[src/hw/cse_defines.vh]
// event codes, mask layout and per-event increment limits of the selector
`ifndef CSE_DEFINES_VH
`define CSE_DEFINES_VH

// event codes
`define CSE_EV_REJECT_SET_TWO    8'h12
`define CSE_EV_PROBE_FILL        8'h1A
`define CSE_EV_RESP_FILL         8'h18
`define CSE_EV_MISS_FILL         8'h1E
`define CSE_EV_SNPRESP_FILL      8'h22
`define CSE_EV_RDWR_FILL         8'h20
`define CSE_EV_VICTIM_FILL       8'h1C
`define CSE_EV_SLICE_TO_CORE     8'h06
`define CSE_EV_CORE_TO_SLICE     8'h05
`define CSE_EV_SYSIF_TO_SLICE    8'h07
`define CSE_EV_SYSIF_TO_CORE     8'h08
`define CSE_EV_SNOOP_HITS        8'h28
`define CSE_EV_SNOOP_LOOKUPS     8'h27
`define CSE_EV_STARVED_EGRESS    8'h0B
`define CSE_EV_PROBE_ENTRIES     8'h1B
`define CSE_EV_RESP_ENTRIES      8'h19
`define CSE_EV_MISS_ALLOCS       8'h1F
`define CSE_EV_SNPRESP_PASSES    8'h23
`define CSE_EV_RDWR_PASSES       8'h21
`define CSE_EV_VICTIM_ENTRIES    8'h1D

// per-cycle increment limits
`define CSE_MAX_PROBE_FILL       5'd8
`define CSE_MAX_RESP_FILL        5'd24
`define CSE_MAX_MISS_FILL        5'd16
`define CSE_MAX_SNPRESP_FILL     5'd8
`define CSE_MAX_RDWR_FILL        5'd12
`define CSE_MAX_VICTIM_FILL      5'd8
`define CSE_MAX_SINK3            5'd3
`define CSE_MAX_ONE              5'd1
`define CSE_MAX_STARVED          5'd8

// mask field of the reject-cause set, bit 0 is not part of set two
`define CSE_REJ_FIRST_BIT        1
`define CSE_REJ_LAST_BIT         7

// register map of the plain port
`define CSE_REG_EVSEL            4'h0
`define CSE_REG_LAST_INC         4'h1
`define CSE_REG_COUNT_LO         4'h2
`define CSE_REG_COUNT_HI         4'h3
`define CSE_EVSEL_RESET          16'h0000
`define CSE_EVSEL_CODE_LSB       0
`define CSE_EVSEL_MASK_LSB       8

`endif

[src/hw/cse_cache_slice_event_selector.v]
// event decode and per-cycle increment for one cache slice monitor counter
//
// Decided for this implementation: the plain strobed port and the placing of the registers.
`timescale 1ns/1ps
`include "cse_defines.vh"

module cse_cache_slice_event_selector (
  input  wire        clk_sys,          // uncore clock, 100 MHz
  input  wire        arst_n,           // async reset, active low
  // register port
  input  wire [3:0]  regAddr,          // register index
  input  wire [31:0] regWrData,        // write data
  input  wire        regWrEn,          // write strobe
  input  wire        regRdEn,          // read strobe
  output reg  [31:0] regRdData,        // read data, cycle after strobe
  // far side levels and strobes, sampled every edge
  input  wire [7:0]  rejectCauseSetTwo,// reject causes, bit n per cause
  input  wire [3:0]  probeQueueFill,   // valid probe queue entries
  input  wire [4:0]  respQueueFill,    // response queue entries
  input  wire [4:0]  missFileFill,     // occupied miss file entries
  input  wire [3:0]  snoopRespFill,    // snoop response buffer fill
  input  wire [3:0]  rdwrFill,         // request buffer fill
  input  wire [3:0]  victimQueueFill,  // victim queue fill
  input  wire [2:0]  sliceToCoreSink,  // beats: snoop, ack, data
  input  wire [2:0]  coreToSliceSink,  // beats: req, snp rsp, wb data
  input  wire [2:0]  sysifToSliceSink, // beats: snoop, compl, fill
  input  wire        sysifToCoreSink,  // data ring beat to core
  input  wire [7:0]  snoopHit,         // rd M/E/S/F, own M/E/S/F
  input  wire [1:0]  snoopLookup,      // rd to shared, own to invalid
  input  wire [7:0]  egressStarved,    // starved egress queues
  input  wire        probeQueueWrite,  // probe written to probe queue
  input  wire        respQueueWrite,   // request written to resp queue
  input  wire        missFileAlloc,    // miss file entry allocated
  input  wire        snoopRespPass,    // snoop response passed buffer
  input  wire        rdwrPass,         // request passed request buffer
  input  wire        victimEnter,      // victim entered victim queue
  // selection outputs, registered
  output reg  [4:0]  incValue,         // increment for the counter
  output reg  [7:0]  evCode,           // selected event code
  output reg  [7:0]  evMask            // selected sub-event mask
);

  // ==========================================================
  // reset release
  reg rstMeta_q;
  reg rstSync_q;
  // two flops so release is clean against clk_sys
  always @(posedge clk_sys or negedge arst_n) begin
    if (!arst_n) begin
      rstMeta_q <= 1'b0;
      rstSync_q <= 1'b0;
    end else begin
      rstMeta_q <= 1'b1;
      rstSync_q <= rstMeta_q;
    end
  end
  // the state block also holds reset on the released copy; the read port resets on arst_n alone
  wire rstN = rstSync_q;

  // ==========================================================
  // helpers
  // count of set bits in a byte
  function [4:0] popCount8;
    input [7:0] v;
    integer i;
    begin
      popCount8 = 5'd0;
      for (i = 0; i < 8; i = i + 1)
        popCount8 = popCount8 + {4'd0, v[i]};
    end
  endfunction

  // clip a sum to the event limit
  function [4:0] clipTo;
    input [5:0] v;
    input [4:0] lim;
    begin
      if (v > {1'b0, lim})
        clipTo = lim;
      else
        clipTo = v[4:0];
    end
  endfunction

  // ==========================================================
  // registers
  // index 0: event select, code in bits 7:0, mask in bits 15:8
  // index 1: last increment, read only
  // index 2: local count bits 31:0, read only
  // index 3: local count bits 47:32, read only
  // writing index 0 clears the local count; other writes are dropped
  reg [15:0] evSel_q;
  reg [47:0] count_q;
  reg [4:0]  lastInc_q;
  reg [4:0]  inc_d;

  wire [7:0] selCode = evSel_q[`CSE_EVSEL_CODE_LSB +: 8];
  wire [7:0] selMask = evSel_q[`CSE_EVSEL_MASK_LSB +: 8];

  // ==========================================================
  // event decode
  // three steps: gather the strobes or the level of the selected
  // code, keep only mask bits that name a sub-event, then sum and
  // clip to the code's limit; one adder and one clipper serve all
  // codes, which costs a little depth but keeps the limits together

  // mask bits that name a sub-event of each code
  function [7:0] legalMask;
    input [7:0] code;
    begin
      case (code)
        // bit 0 belongs to the first reject set, never counted here
        `CSE_EV_REJECT_SET_TWO:
          legalMask = 8'hFE;
        `CSE_EV_SLICE_TO_CORE:
          legalMask = 8'h07;
        `CSE_EV_CORE_TO_SLICE:
          legalMask = 8'h07;
        `CSE_EV_SYSIF_TO_SLICE:
          legalMask = 8'h07;
        `CSE_EV_SNOOP_HITS:
          legalMask = 8'hFF;
        `CSE_EV_SNOOP_LOOKUPS:
          legalMask = 8'h03;
        `CSE_EV_STARVED_EGRESS:
          legalMask = 8'hFF;
        default:
          legalMask = 8'h00;
      endcase
    end
  endfunction

  // codes with a single strobe and no sub-events ignore the mask
  function isSingle;
    input [7:0] code;
    begin
      case (code)
        `CSE_EV_SYSIF_TO_CORE,
        `CSE_EV_PROBE_ENTRIES,
        `CSE_EV_RESP_ENTRIES,
        `CSE_EV_MISS_ALLOCS,
        `CSE_EV_SNPRESP_PASSES,
        `CSE_EV_RDWR_PASSES,
        `CSE_EV_VICTIM_ENTRIES:
          isSingle = 1'b1;
        default:
          isSingle = 1'b0;
      endcase
    end
  endfunction

  // occupancy codes add a queue level rather than counting strobes
  function isFill;
    input [7:0] code;
    begin
      case (code)
        `CSE_EV_PROBE_FILL,
        `CSE_EV_RESP_FILL,
        `CSE_EV_MISS_FILL,
        `CSE_EV_SNPRESP_FILL,
        `CSE_EV_RDWR_FILL,
        `CSE_EV_VICTIM_FILL:
          isFill = 1'b1;
        default:
          isFill = 1'b0;
      endcase
    end
  endfunction

  // largest increment a code may give in one cycle; an unknown code
  // gets zero, so a stray selection never moves the counter
  function [4:0] evLimit;
    input [7:0] code;
    begin
      case (code)
        `CSE_EV_REJECT_SET_TWO:
          evLimit = `CSE_MAX_ONE;
        `CSE_EV_PROBE_FILL:
          evLimit = `CSE_MAX_PROBE_FILL;
        `CSE_EV_RESP_FILL:
          evLimit = `CSE_MAX_RESP_FILL;
        `CSE_EV_MISS_FILL:
          evLimit = `CSE_MAX_MISS_FILL;
        `CSE_EV_SNPRESP_FILL:
          evLimit = `CSE_MAX_SNPRESP_FILL;
        `CSE_EV_RDWR_FILL:
          evLimit = `CSE_MAX_RDWR_FILL;
        `CSE_EV_VICTIM_FILL:
          evLimit = `CSE_MAX_VICTIM_FILL;
        `CSE_EV_SLICE_TO_CORE:
          evLimit = `CSE_MAX_SINK3;
        `CSE_EV_CORE_TO_SLICE:
          evLimit = `CSE_MAX_SINK3;
        `CSE_EV_SYSIF_TO_SLICE:
          evLimit = `CSE_MAX_SINK3;
        `CSE_EV_SYSIF_TO_CORE:
          evLimit = `CSE_MAX_ONE;
        `CSE_EV_SNOOP_HITS:
          evLimit = `CSE_MAX_ONE;
        `CSE_EV_SNOOP_LOOKUPS:
          evLimit = `CSE_MAX_ONE;
        `CSE_EV_STARVED_EGRESS:
          evLimit = `CSE_MAX_STARVED;
        `CSE_EV_PROBE_ENTRIES:
          evLimit = `CSE_MAX_ONE;
        `CSE_EV_RESP_ENTRIES:
          evLimit = `CSE_MAX_ONE;
        `CSE_EV_MISS_ALLOCS:
          evLimit = `CSE_MAX_ONE;
        `CSE_EV_SNPRESP_PASSES:
          evLimit = `CSE_MAX_ONE;
        `CSE_EV_RDWR_PASSES:
          evLimit = `CSE_MAX_ONE;
        `CSE_EV_VICTIM_ENTRIES:
          evLimit = `CSE_MAX_ONE;
        default:
          evLimit = 5'h00;
      endcase
    end
  endfunction

  // strobe vector of the selected code, one bit per sub-event
  reg [7:0] evBits;
  always @* begin
    evBits = 8'h00;
    case (selCode)
      `CSE_EV_REJECT_SET_TWO:
        evBits = rejectCauseSetTwo;
      // sink strobes come once per 32-byte beat, a line gives two
      `CSE_EV_SLICE_TO_CORE:
        evBits = {5'h00, sliceToCoreSink};
      `CSE_EV_CORE_TO_SLICE:
        evBits = {5'h00, coreToSliceSink};
      `CSE_EV_SYSIF_TO_SLICE:
        evBits = {5'h00, sysifToSliceSink};
      `CSE_EV_SYSIF_TO_CORE:
        evBits = {7'h00, sysifToCoreSink};
      `CSE_EV_SNOOP_HITS:
        evBits = snoopHit;
      `CSE_EV_SNOOP_LOOKUPS:
        evBits = {6'h00, snoopLookup};
      `CSE_EV_STARVED_EGRESS:
        evBits = egressStarved;
      `CSE_EV_PROBE_ENTRIES:
        evBits = {7'h00, probeQueueWrite};
      `CSE_EV_RESP_ENTRIES:
        evBits = {7'h00, respQueueWrite};
      `CSE_EV_MISS_ALLOCS:
        evBits = {7'h00, missFileAlloc};
      `CSE_EV_SNPRESP_PASSES:
        evBits = {7'h00, snoopRespPass};
      `CSE_EV_RDWR_PASSES:
        evBits = {7'h00, rdwrPass};
      // victims that later skip writeback still count here
      `CSE_EV_VICTIM_ENTRIES:
        evBits = {7'h00, victimEnter};
      default:
        evBits = 8'h00;
    endcase
  end

  // queue level of the selected occupancy code
  reg [4:0] fillLvl;
  always @* begin
    fillLvl = 5'h00;
    case (selCode)
      `CSE_EV_PROBE_FILL:
        fillLvl = {1'b0, probeQueueFill};
      `CSE_EV_RESP_FILL:
        fillLvl = respQueueFill;
      `CSE_EV_MISS_FILL:
        fillLvl = missFileFill;
      `CSE_EV_SNPRESP_FILL:
        fillLvl = {1'b0, snoopRespFill};
      `CSE_EV_RDWR_FILL:
        fillLvl = {1'b0, rdwrFill};
      `CSE_EV_VICTIM_FILL:
        fillLvl = {1'b0, victimQueueFill};
      default:
        fillLvl = 5'h00;
    endcase
  end

  // keep legal mask bits, count them or take the level, then clip;
  // overlapping sub-events add up but never pass the code's limit
  wire [7:0] keepBits;
  wire [7:0] hotBits;
  wire [5:0] rawSum;
  assign keepBits = isSingle(selCode) ? 8'h01
                                      : (legalMask(selCode) & selMask);
  assign hotBits  = evBits & keepBits;
  assign rawSum   = isFill(selCode) ? {1'b0, fillLvl}
                                    : {1'b0, popCount8(hotBits)};
  always @* begin
    inc_d = clipTo(rawSum, evLimit(selCode));
  end

  // ==========================================================
  // state: selection, increment output and a local counter
  // the local counter lets software check the selector alone;
  // overflow handling belongs to the counter outside
  always @(posedge clk_sys or negedge arst_n) begin
    if (!arst_n) begin
      evSel_q   <= `CSE_EVSEL_RESET;
      count_q   <= 48'd0;
      lastInc_q <= 5'd0;
      incValue  <= 5'd0;
      evCode    <= 8'h00;
      evMask    <= 8'h00;
    end else if (!rstN) begin
      evSel_q   <= `CSE_EVSEL_RESET;
      count_q   <= 48'd0;
      lastInc_q <= 5'd0;
      incValue  <= 5'd0;
      evCode    <= 8'h00;
      evMask    <= 8'h00;
    end else begin
      incValue  <= inc_d;
      lastInc_q <= inc_d;
      evCode    <= selCode;
      evMask    <= selMask;
      if (regWrEn && regAddr == `CSE_REG_EVSEL) begin
        evSel_q <= regWrData[15:0];
        count_q <= 48'd0;  // new selection starts a fresh count
      end else begin
        count_q <= count_q + {43'd0, inc_d};
      end
    end
  end

  // ==========================================================
  // read port, data stands only in the cycle after the strobe
  // unmapped indices read as zero
  always @(posedge clk_sys or negedge arst_n) begin
    if (!arst_n) begin
      regRdData <= 32'h00000000;
    end else if (regRdEn) begin
      case (regAddr)
        `CSE_REG_EVSEL:    regRdData <= {16'h0000, evSel_q};
        `CSE_REG_LAST_INC: regRdData <= {27'd0, lastInc_q};
        `CSE_REG_COUNT_LO: regRdData <= count_q[31:0];
        `CSE_REG_COUNT_HI: regRdData <= {16'h0000, count_q[47:32]};
        default:           regRdData <= 32'h00000000;
      endcase
    end else begin
      regRdData <= 32'h00000000;
    end
  end

endmodule // cse_cache_slice_event_selector

[config.mk]
export PLATFORM = sky130hd
export DESIGN_NAME = cse_cache_slice_event_selector
export DESIGN_NICKNAME = d
export VERILOG_FILES = /design/src/hw/cse_cache_slice_event_selector.v
export VERILOG_INCLUDE_DIRS = /design/src /design/src/hw
export SDC_FILE = /design/constraint.sdc
export NUM_CORES = 1
export LEC_CHECK = 0
export BUFFER_PORTS_ARGS = -buffer_cell sky130_fd_sc_hd__buf_4
export CORE_MARGIN = 1.5
export CORE_UTILIZATION = 35
export DETAILED_ROUTE_END_ITERATION = 6
export MAX_ROUTING_LAYER = met4
export SYNTH_ARGS = -nofsm -noshare
export SYNTH_HDL_FRONTEND = slang
export SYNTH_SLANG_ARGS = --single-unit
[constraint.sdc]
create_clock -name clk_sys -period 20.4 [get_ports clk_sys]
set_clock_uncertainty 0.05 [all_clocks]
set_input_delay 4.08 -clock clk_sys [delete_from_list [all_inputs] [get_ports clk_sys]]
set_output_delay 4.08 -clock clk_sys [all_outputs]
set_load 0.05 [all_outputs]
==> results of run 1 <==
-- registers in the layout, indices dropped and copies added, names as in the netlist --
name and count:
count_q 48, evCode 8, evMask 8, evSel_q 16, lastInc_q 5, regRdData 32
rstMeta_q 1, rstN 1
-- cell families (layout without fill, tap and decap cells) --
group           Yosys count  after routing  synth area share, %
fa+ha+maj                19             19                 4.17
compound gates          146            146                 14.7
xor+xnor                 20             20                 2.65
mux                      27             27                 5.17
other cells               1              1               0.0568
buf+inv                  58            194                 3.52
flops                   119            119                 45.1
simple gates            299            299                 24.6
-- layout make-up --
class	instances	area share, %
clock inverters	12	1.67
multi-input cells	512	40.3
repair buffers	150	13.3
clock buffers	20	5.52
inverters	12	0.533
flip-flops and latches	119	35.2
well taps	234	3.46
-- cells in the mapped netlist, types with 7 or more instances --
library cell,count,area (um^2)
and2_1,35,219
dfrtp_1,119,2980
a21oi_1,57,285
nand3_1,30,150
nand2_1,65,244
o21ai_0,15,75.1
o31ai_1,18,135
and4_1,7,61.3
mux2i_1,15,150
or3_1,7,43.8
inv_1,12,45.0
or4_1,19,143
nor2_1,61,229
clkbuf_1,39,146
a222oi_1,7,70.1
ha_1,14,175
mux2_2,7,78.8
xor2_1,17,149
and3_1,19,119
nand4_1,18,113
-- power breakdown --
part | internal, mW | switching (mW)
logic | 0.0182 | 0.0211
clock network | 0.191 | 0.115
registers | 0.238 | 0.00265
-- metal layers --
metal	vias to the layer above	wire length [um]	track usage, %	part of all wire, %
li1	2762	-	-	-
met1	2903	9020	29.0	46
met2	183	8930	30.9	46
met3	38	992	3.83	5.1
met4	0	486	7.48	2.5
met5	-	0	-	0
-- critical path, cell delays in order --
cell and delay (ns):
buf_4 0.07, mux2_2 0.13, nand3_1 0.10, nand3_1 0.11, o211ai_1 0.13, a32o_1 0.31
fa_1 0.52, fa_1 0.53, fa_1 0.55, inv_1 0.04, ha_1 0.22, fa_1 0.39
xnor2_1 0.24, o2111ai_1 0.22, or2_2 0.35, ha_1 0.31, nand3_1 0.10, o22ai_1 0.09
a21oi_1 0.51, o21ai_0 0.22, nand2_1 0.13, ha_1 0.30, o21a_1 0.36, nor3b_4 0.38
nand3_1 0.64, or4_1 0.69, a21oi_1 0.15
-- worst min-delay path by stage --
stage	start	end	slack, ns	cells after the start
CTS	rstMeta_q	rstN	0.30	0
floorplan	rstMeta_q	rstN	0.28	0
detailed placement	rstMeta_q	rstN	0.29	0
finish	rstMeta_q	rstN	0.30	0
global route	rstMeta_q	rstN	0.31	0
global placement	rstMeta_q	rstN	0.28	0
==> run_results.csv, run 1 <==
group,metric,value,unit
outcome,status,"complete, no violations",
clocking,post_cts_buffers,0,
clocking,clock-sinks,119,
critical_path,startpoint,"victimEnter",
detailed_routing,wire_per_inst,18.3,um
critical_path,crit_required,20.70,ns
floorplan,chipWidth,140,um
place,port_buffers,144,
clocking,clk_latency,0.43,ns
detailed_routing,firstDrtPassIters,4,
synth,ys_warn_count,0,
finish,antenna_cells,0,
synth,ys_types,65,
global_routing,grt_max_degree,69,
floorplan,start_util,35.5,%
power,irDropWorstVdd,0.0536,mV
finish,design_area,8450,um^2
sta,whs,0.299,ns
detailed_routing,first_iter_violations,482,
critical_path,arrival,11.90,ns
clocking,cts_tree,"yes",
sta,hold_viol_final,0,
sta,period_share,56.9,%
clocking,cts_resized,0,
sta,setup_slack,8.80,ns
detailed_routing,num_vias,5886,
detailed_routing,drtAntennaViolNets,0,
place,hpwl,13.7,mm
floorplan,placement_rows,50,
sta,fmax,86.2,MHz
finish,final_cell_mix,"buf_4, dfrtp_1, nand2_1, nor2_1, a21oi_1",
power,power.static_leakage,3.83,nW
critical_path,rr_endpoint,"count_q[41]",
sta,setup_viol,0,
floorplan,io_pins,161,
finish,final_common_cell,"buf_4",
synth,synth_edf_count,0,
critical_path,r2r_cells,26,
clocking,cts_buffer_depth,2,
global_routing,antenna_found_initial,0,
place,placed_cells,1027,
finish,seqCellArea,2980,um^2
place,gp_congestion,0.926,
synth,netlist_instances,689,
synth,netlist_area,6600,um^2
detailed_routing,via_per_inst,5.56,
critical_path,reg2reg_slack,10.90,ns
place,placed_cell_area,7850,um^2
finish,nNetsFinal,939,
finish,drive_above_1_share,25.0,%
run,drv_cap,0,
synth,synth-main-ff-cell,"dfrtp_1",
synth,synth.avg_cell_area,9.58,um^2
power,total_power,0.586,mW
floorplan,die_y,140,um
sta,max_slew_margin,34.2,%
critical_path,crit-reg2reg-launch,"evSel_q[5]",
synth,ys_async_sr_fraction,100,%
place,place_ws,8.43,ns
worst_hold_path,hp-class,"register to register",
synth,ys_seq_elements,119,
floorplan,dieArea,19700,um^2
critical_path,path_max_fanout,24,
sta,tns,0,ns
sta,finalMaxSlewViolations,0,
floorplan,core-area,18600,um^2
critical_path,setup.worst_path.class,"input port to register",
critical_path,crit_path_end,"count_q[41]",
power,pwr_density_cell,69.3,nW/um^2
clocking,htreeDepth,4,
detailed_routing,drc,0,
clocking,hold_buffers,0,
clocking,cts_buffers,17,
finish,final_util,45.5,%
critical_path,setup.worst_path.end_class,"register",
sta,rsz0062_at_grt,"no",
global_routing,grtUsageTotal,21.0,%
detailed_routing,finalWirelength,19.4,mm
global_routing,grt_pass1_wl,31.2,mm
clocking,clock-root-buffer,"clkbuf_16",
finish,multi_input_area,3400,um^2
clocking,cts.clk_slew.worst_paths,0.06,ns
finish,final_cell_count_no_fill,1059,
sta,layout_min_cycle_time,11.60,ns
global_routing,first_global_vias,5686,
synth,syn_nets,816,
finish,fill_cells,1780,
critical_path,start_kind,"input port",
sta,worst_pin_slew,0.984,ns
synth,seq_area_frac_synth,45.1,%
finish,area_delta_synth_final,28.0,%
global_routing,overflow,0,
No activity file was read; power rests on OpenSTA's default activity.
==> run 2: changes to the inputs <==
- clock period: 20.4 -> 12.05 ns (I/O delays scaled with it)
==> run_results.csv, run 2 (synthesized netlist as in run 1, its figures left out) <==
group,metric,value,unit
detailed_routing,finalWirelength,19.5,mm
critical_path,crit_path_end,"count_q[45]",
finish,final_common_cell,"buf_4",
global_routing,overflow,0,
power,irDropWorstVdd,0.0946,mV
finish,regMostFlops,"count_q",
place,hpwl,13.7,mm
finish,top_regs,"count_q (48), regRdData (32), evSel_q (16)",
sta,max_slew_margin,30.0,%
power,p_int,0.779,mW
clocking,post_cts_buffers,0,
power,power_switching,0.223,mW
critical_path,crit-reg2reg-launch,"evSel_q[5]",
finish,fill_cells,1754,
outcome,status,"complete, no violations",
clocking,clk_latency,0.42,ns
global_routing,first_global_vias,5840,
global_routing,grtUsageTotal,21.1,%
clocking,cts_buffers,17,
critical_path,reg2reg_slack,2.71,ns
detailed_routing,num_vias,5837,
clocking,cts.clk_slew.worst_paths,0.05,ns
power,p_sw_share,22.3,%
clocking,htreeDepth,4,
finish,antenna_cells,0,
clocking,cts_tree,"yes",
clocking,hold_buffers,0,
power,seq_power_share,40.6,%
sta,layout_min_cycle_time,9.86,ns
critical_path,arrival,10.15,ns
sta,setup_slack,2.19,ns
critical_path,r2r_cells,26,
detailed_routing,drtAntennaViolNets,0,
sta,worst_pin_slew,1.05,ns
finish,nNetsFinal,940,
critical_path,startpoint,"sysifToSliceSink[0]",
critical_path,path_max_fanout,24,
sta,finalMaxSlewViolations,0,
global_routing,grt_pass1_wl,31.6,mm
global_routing,grt_max_degree,82,
sta,hold_viol_final,0,
critical_path,rr_endpoint,"count_q[45]",
floorplan,start_util,35.5,%
power,pwr_density_cell,119,nW/um^2
finish,drive_above_1_share,24.7,%
clocking,cts_resized,0,
detailed_routing,drc,0,
finish,largest_reg_flops,48,
place,gp_congestion,0.915,
place,port_buffers,144,
floorplan,placement_rows,50,
detailed_routing,wire_per_inst,18.4,um
floorplan,core-area,18600,um^2
floorplan,io_pins,161,
detailed_routing,firstDrtPassIters,5,
finish,multi_input_area,3390,um^2
power,pwr-share-comb,6.6,%
place,place_ws,1.82,ns
clocking,clock-sinks,119,
finish,final_cell_count_no_fill,1060,
sta,setup_viol,0,
finish,final_util,45.5,%
finish,final_cell_mix,"buf_4, dfrtp_1, nand2_1, nor2_1, a21oi_1",
sta,period_share,81.8,%
sta,fmax,101,MHz
run,drv_cap,0,
finish,seqCellArea,2980,um^2
worst_hold_path,hp-class,"register to register",
power,pwr-share-clk,52.7,%
clocking,clock-root-buffer,"clkbuf_16",
place,placed_cells,1028,
floorplan,dieArea,19700,um^2
floorplan,chipWidth,140,um
sta,rsz0062_at_grt,"no",
global_routing,antenna_found_initial,0,
power,power.static_leakage,3.85,nW
finish,area_delta_synth_final,28.1,%
critical_path,start_kind,"input port",
critical_path,crit_required,12.34,ns
critical_path,setup.worst_path.class,"input port to register",
clocking,cts_buffer_depth,2,
detailed_routing,via_per_inst,5.51,
detailed_routing,first_iter_violations,545,
floorplan,die_y,140,um
sta,tns,0,ns
critical_path,setup.worst_path.end_class,"register",
[run 2: how the worst min path moves through the flow]
stage | depth (start not counted) | slack [ns] | end | start
floorplan | 0 | 0.28 | rstN | rstMeta_q
global placement | 0 | 0.28 | rstN | rstMeta_q
detailed placement | 0 | 0.28 | rstN | rstMeta_q
CTS | 0 | 0.30 | rstN | rstMeta_q
global route | 0 | 0.31 | rstN | rstMeta_q
finish | 0 | 0.30 | rstN | rstMeta_q
[run 2: critical path, cell delays in order]
cell       delay (ns)
buf_4            0.10
mux2_2           0.25
nand2_1          0.07
o22ai_1          0.07
a211oi_1         0.22
a32o_1           0.22
fa_1             0.44
fa_1             0.52
fa_1             0.56
inv_1            0.04
ha_1             0.22
fa_1             0.38
xnor2_1          0.24
o2111ai_1        0.21
or2_2            0.35
ha_1             0.31
nand3_1          0.09
o22ai_1          0.09
a21oi_1          0.53
o21ai_0          0.22
nand2_1          0.13
ha_1             0.27
o21a_1           0.34
nor3b_4          0.35
nand3_1          0.64
or4_1            0.71
a21oi_1          0.15
[run 2: metal layers]
metal / global-route usage (%) / vias up / wire length, um
li1: - / 2771 / -
met1: 28.4 / 2870 / 9200
met2: 31.3 / 164 / 8790
met3: 4.68 / 32 / 992
met4: 7.81 / 0 / 504
met5: - / - / 0
[run 2: final cells by class]
cell class	count	area share, %
repair buffers	151	13.4
clock buffers	20	5.16
clock inverters	12	2.10
flip-flops and latches	119	35.2
inverters	12	0.533
well taps	234	3.46
multi-input cells	512	40.1
[run 2: power groups by stage]
| stage | logic (mW) | registers (mW) | clock network [mW] |
|---|---|---|---|
| 3_3_place_gp | 0.0668 | 0.414 | 0 |
| 5_1_grt | 0.0737 | 0.407 | 0.555 |
| 2_1_floorplan | 0.0260 | 0.414 | 0 |
| 4_1_cts | 0.0672 | 0.407 | 0.538 |
| 3_5_place_dp | 0.0671 | 0.414 | 0 |
| 6_report | 0.0666 | 0.407 | 0.529 |
[run 2: through the flow]
stage	power [mW]	hold WS, ns	instance area, um^2
3_5_place_dp	0.481	0.285	7840
4_1_cts	1.01	0.298	8460
6_report	1.00	0.297	8460
2_1_floorplan	0.440	0.281	6600
5_1_grt	1.04	0.315	8460
3_3_place_gp	0.481	0.281	7840
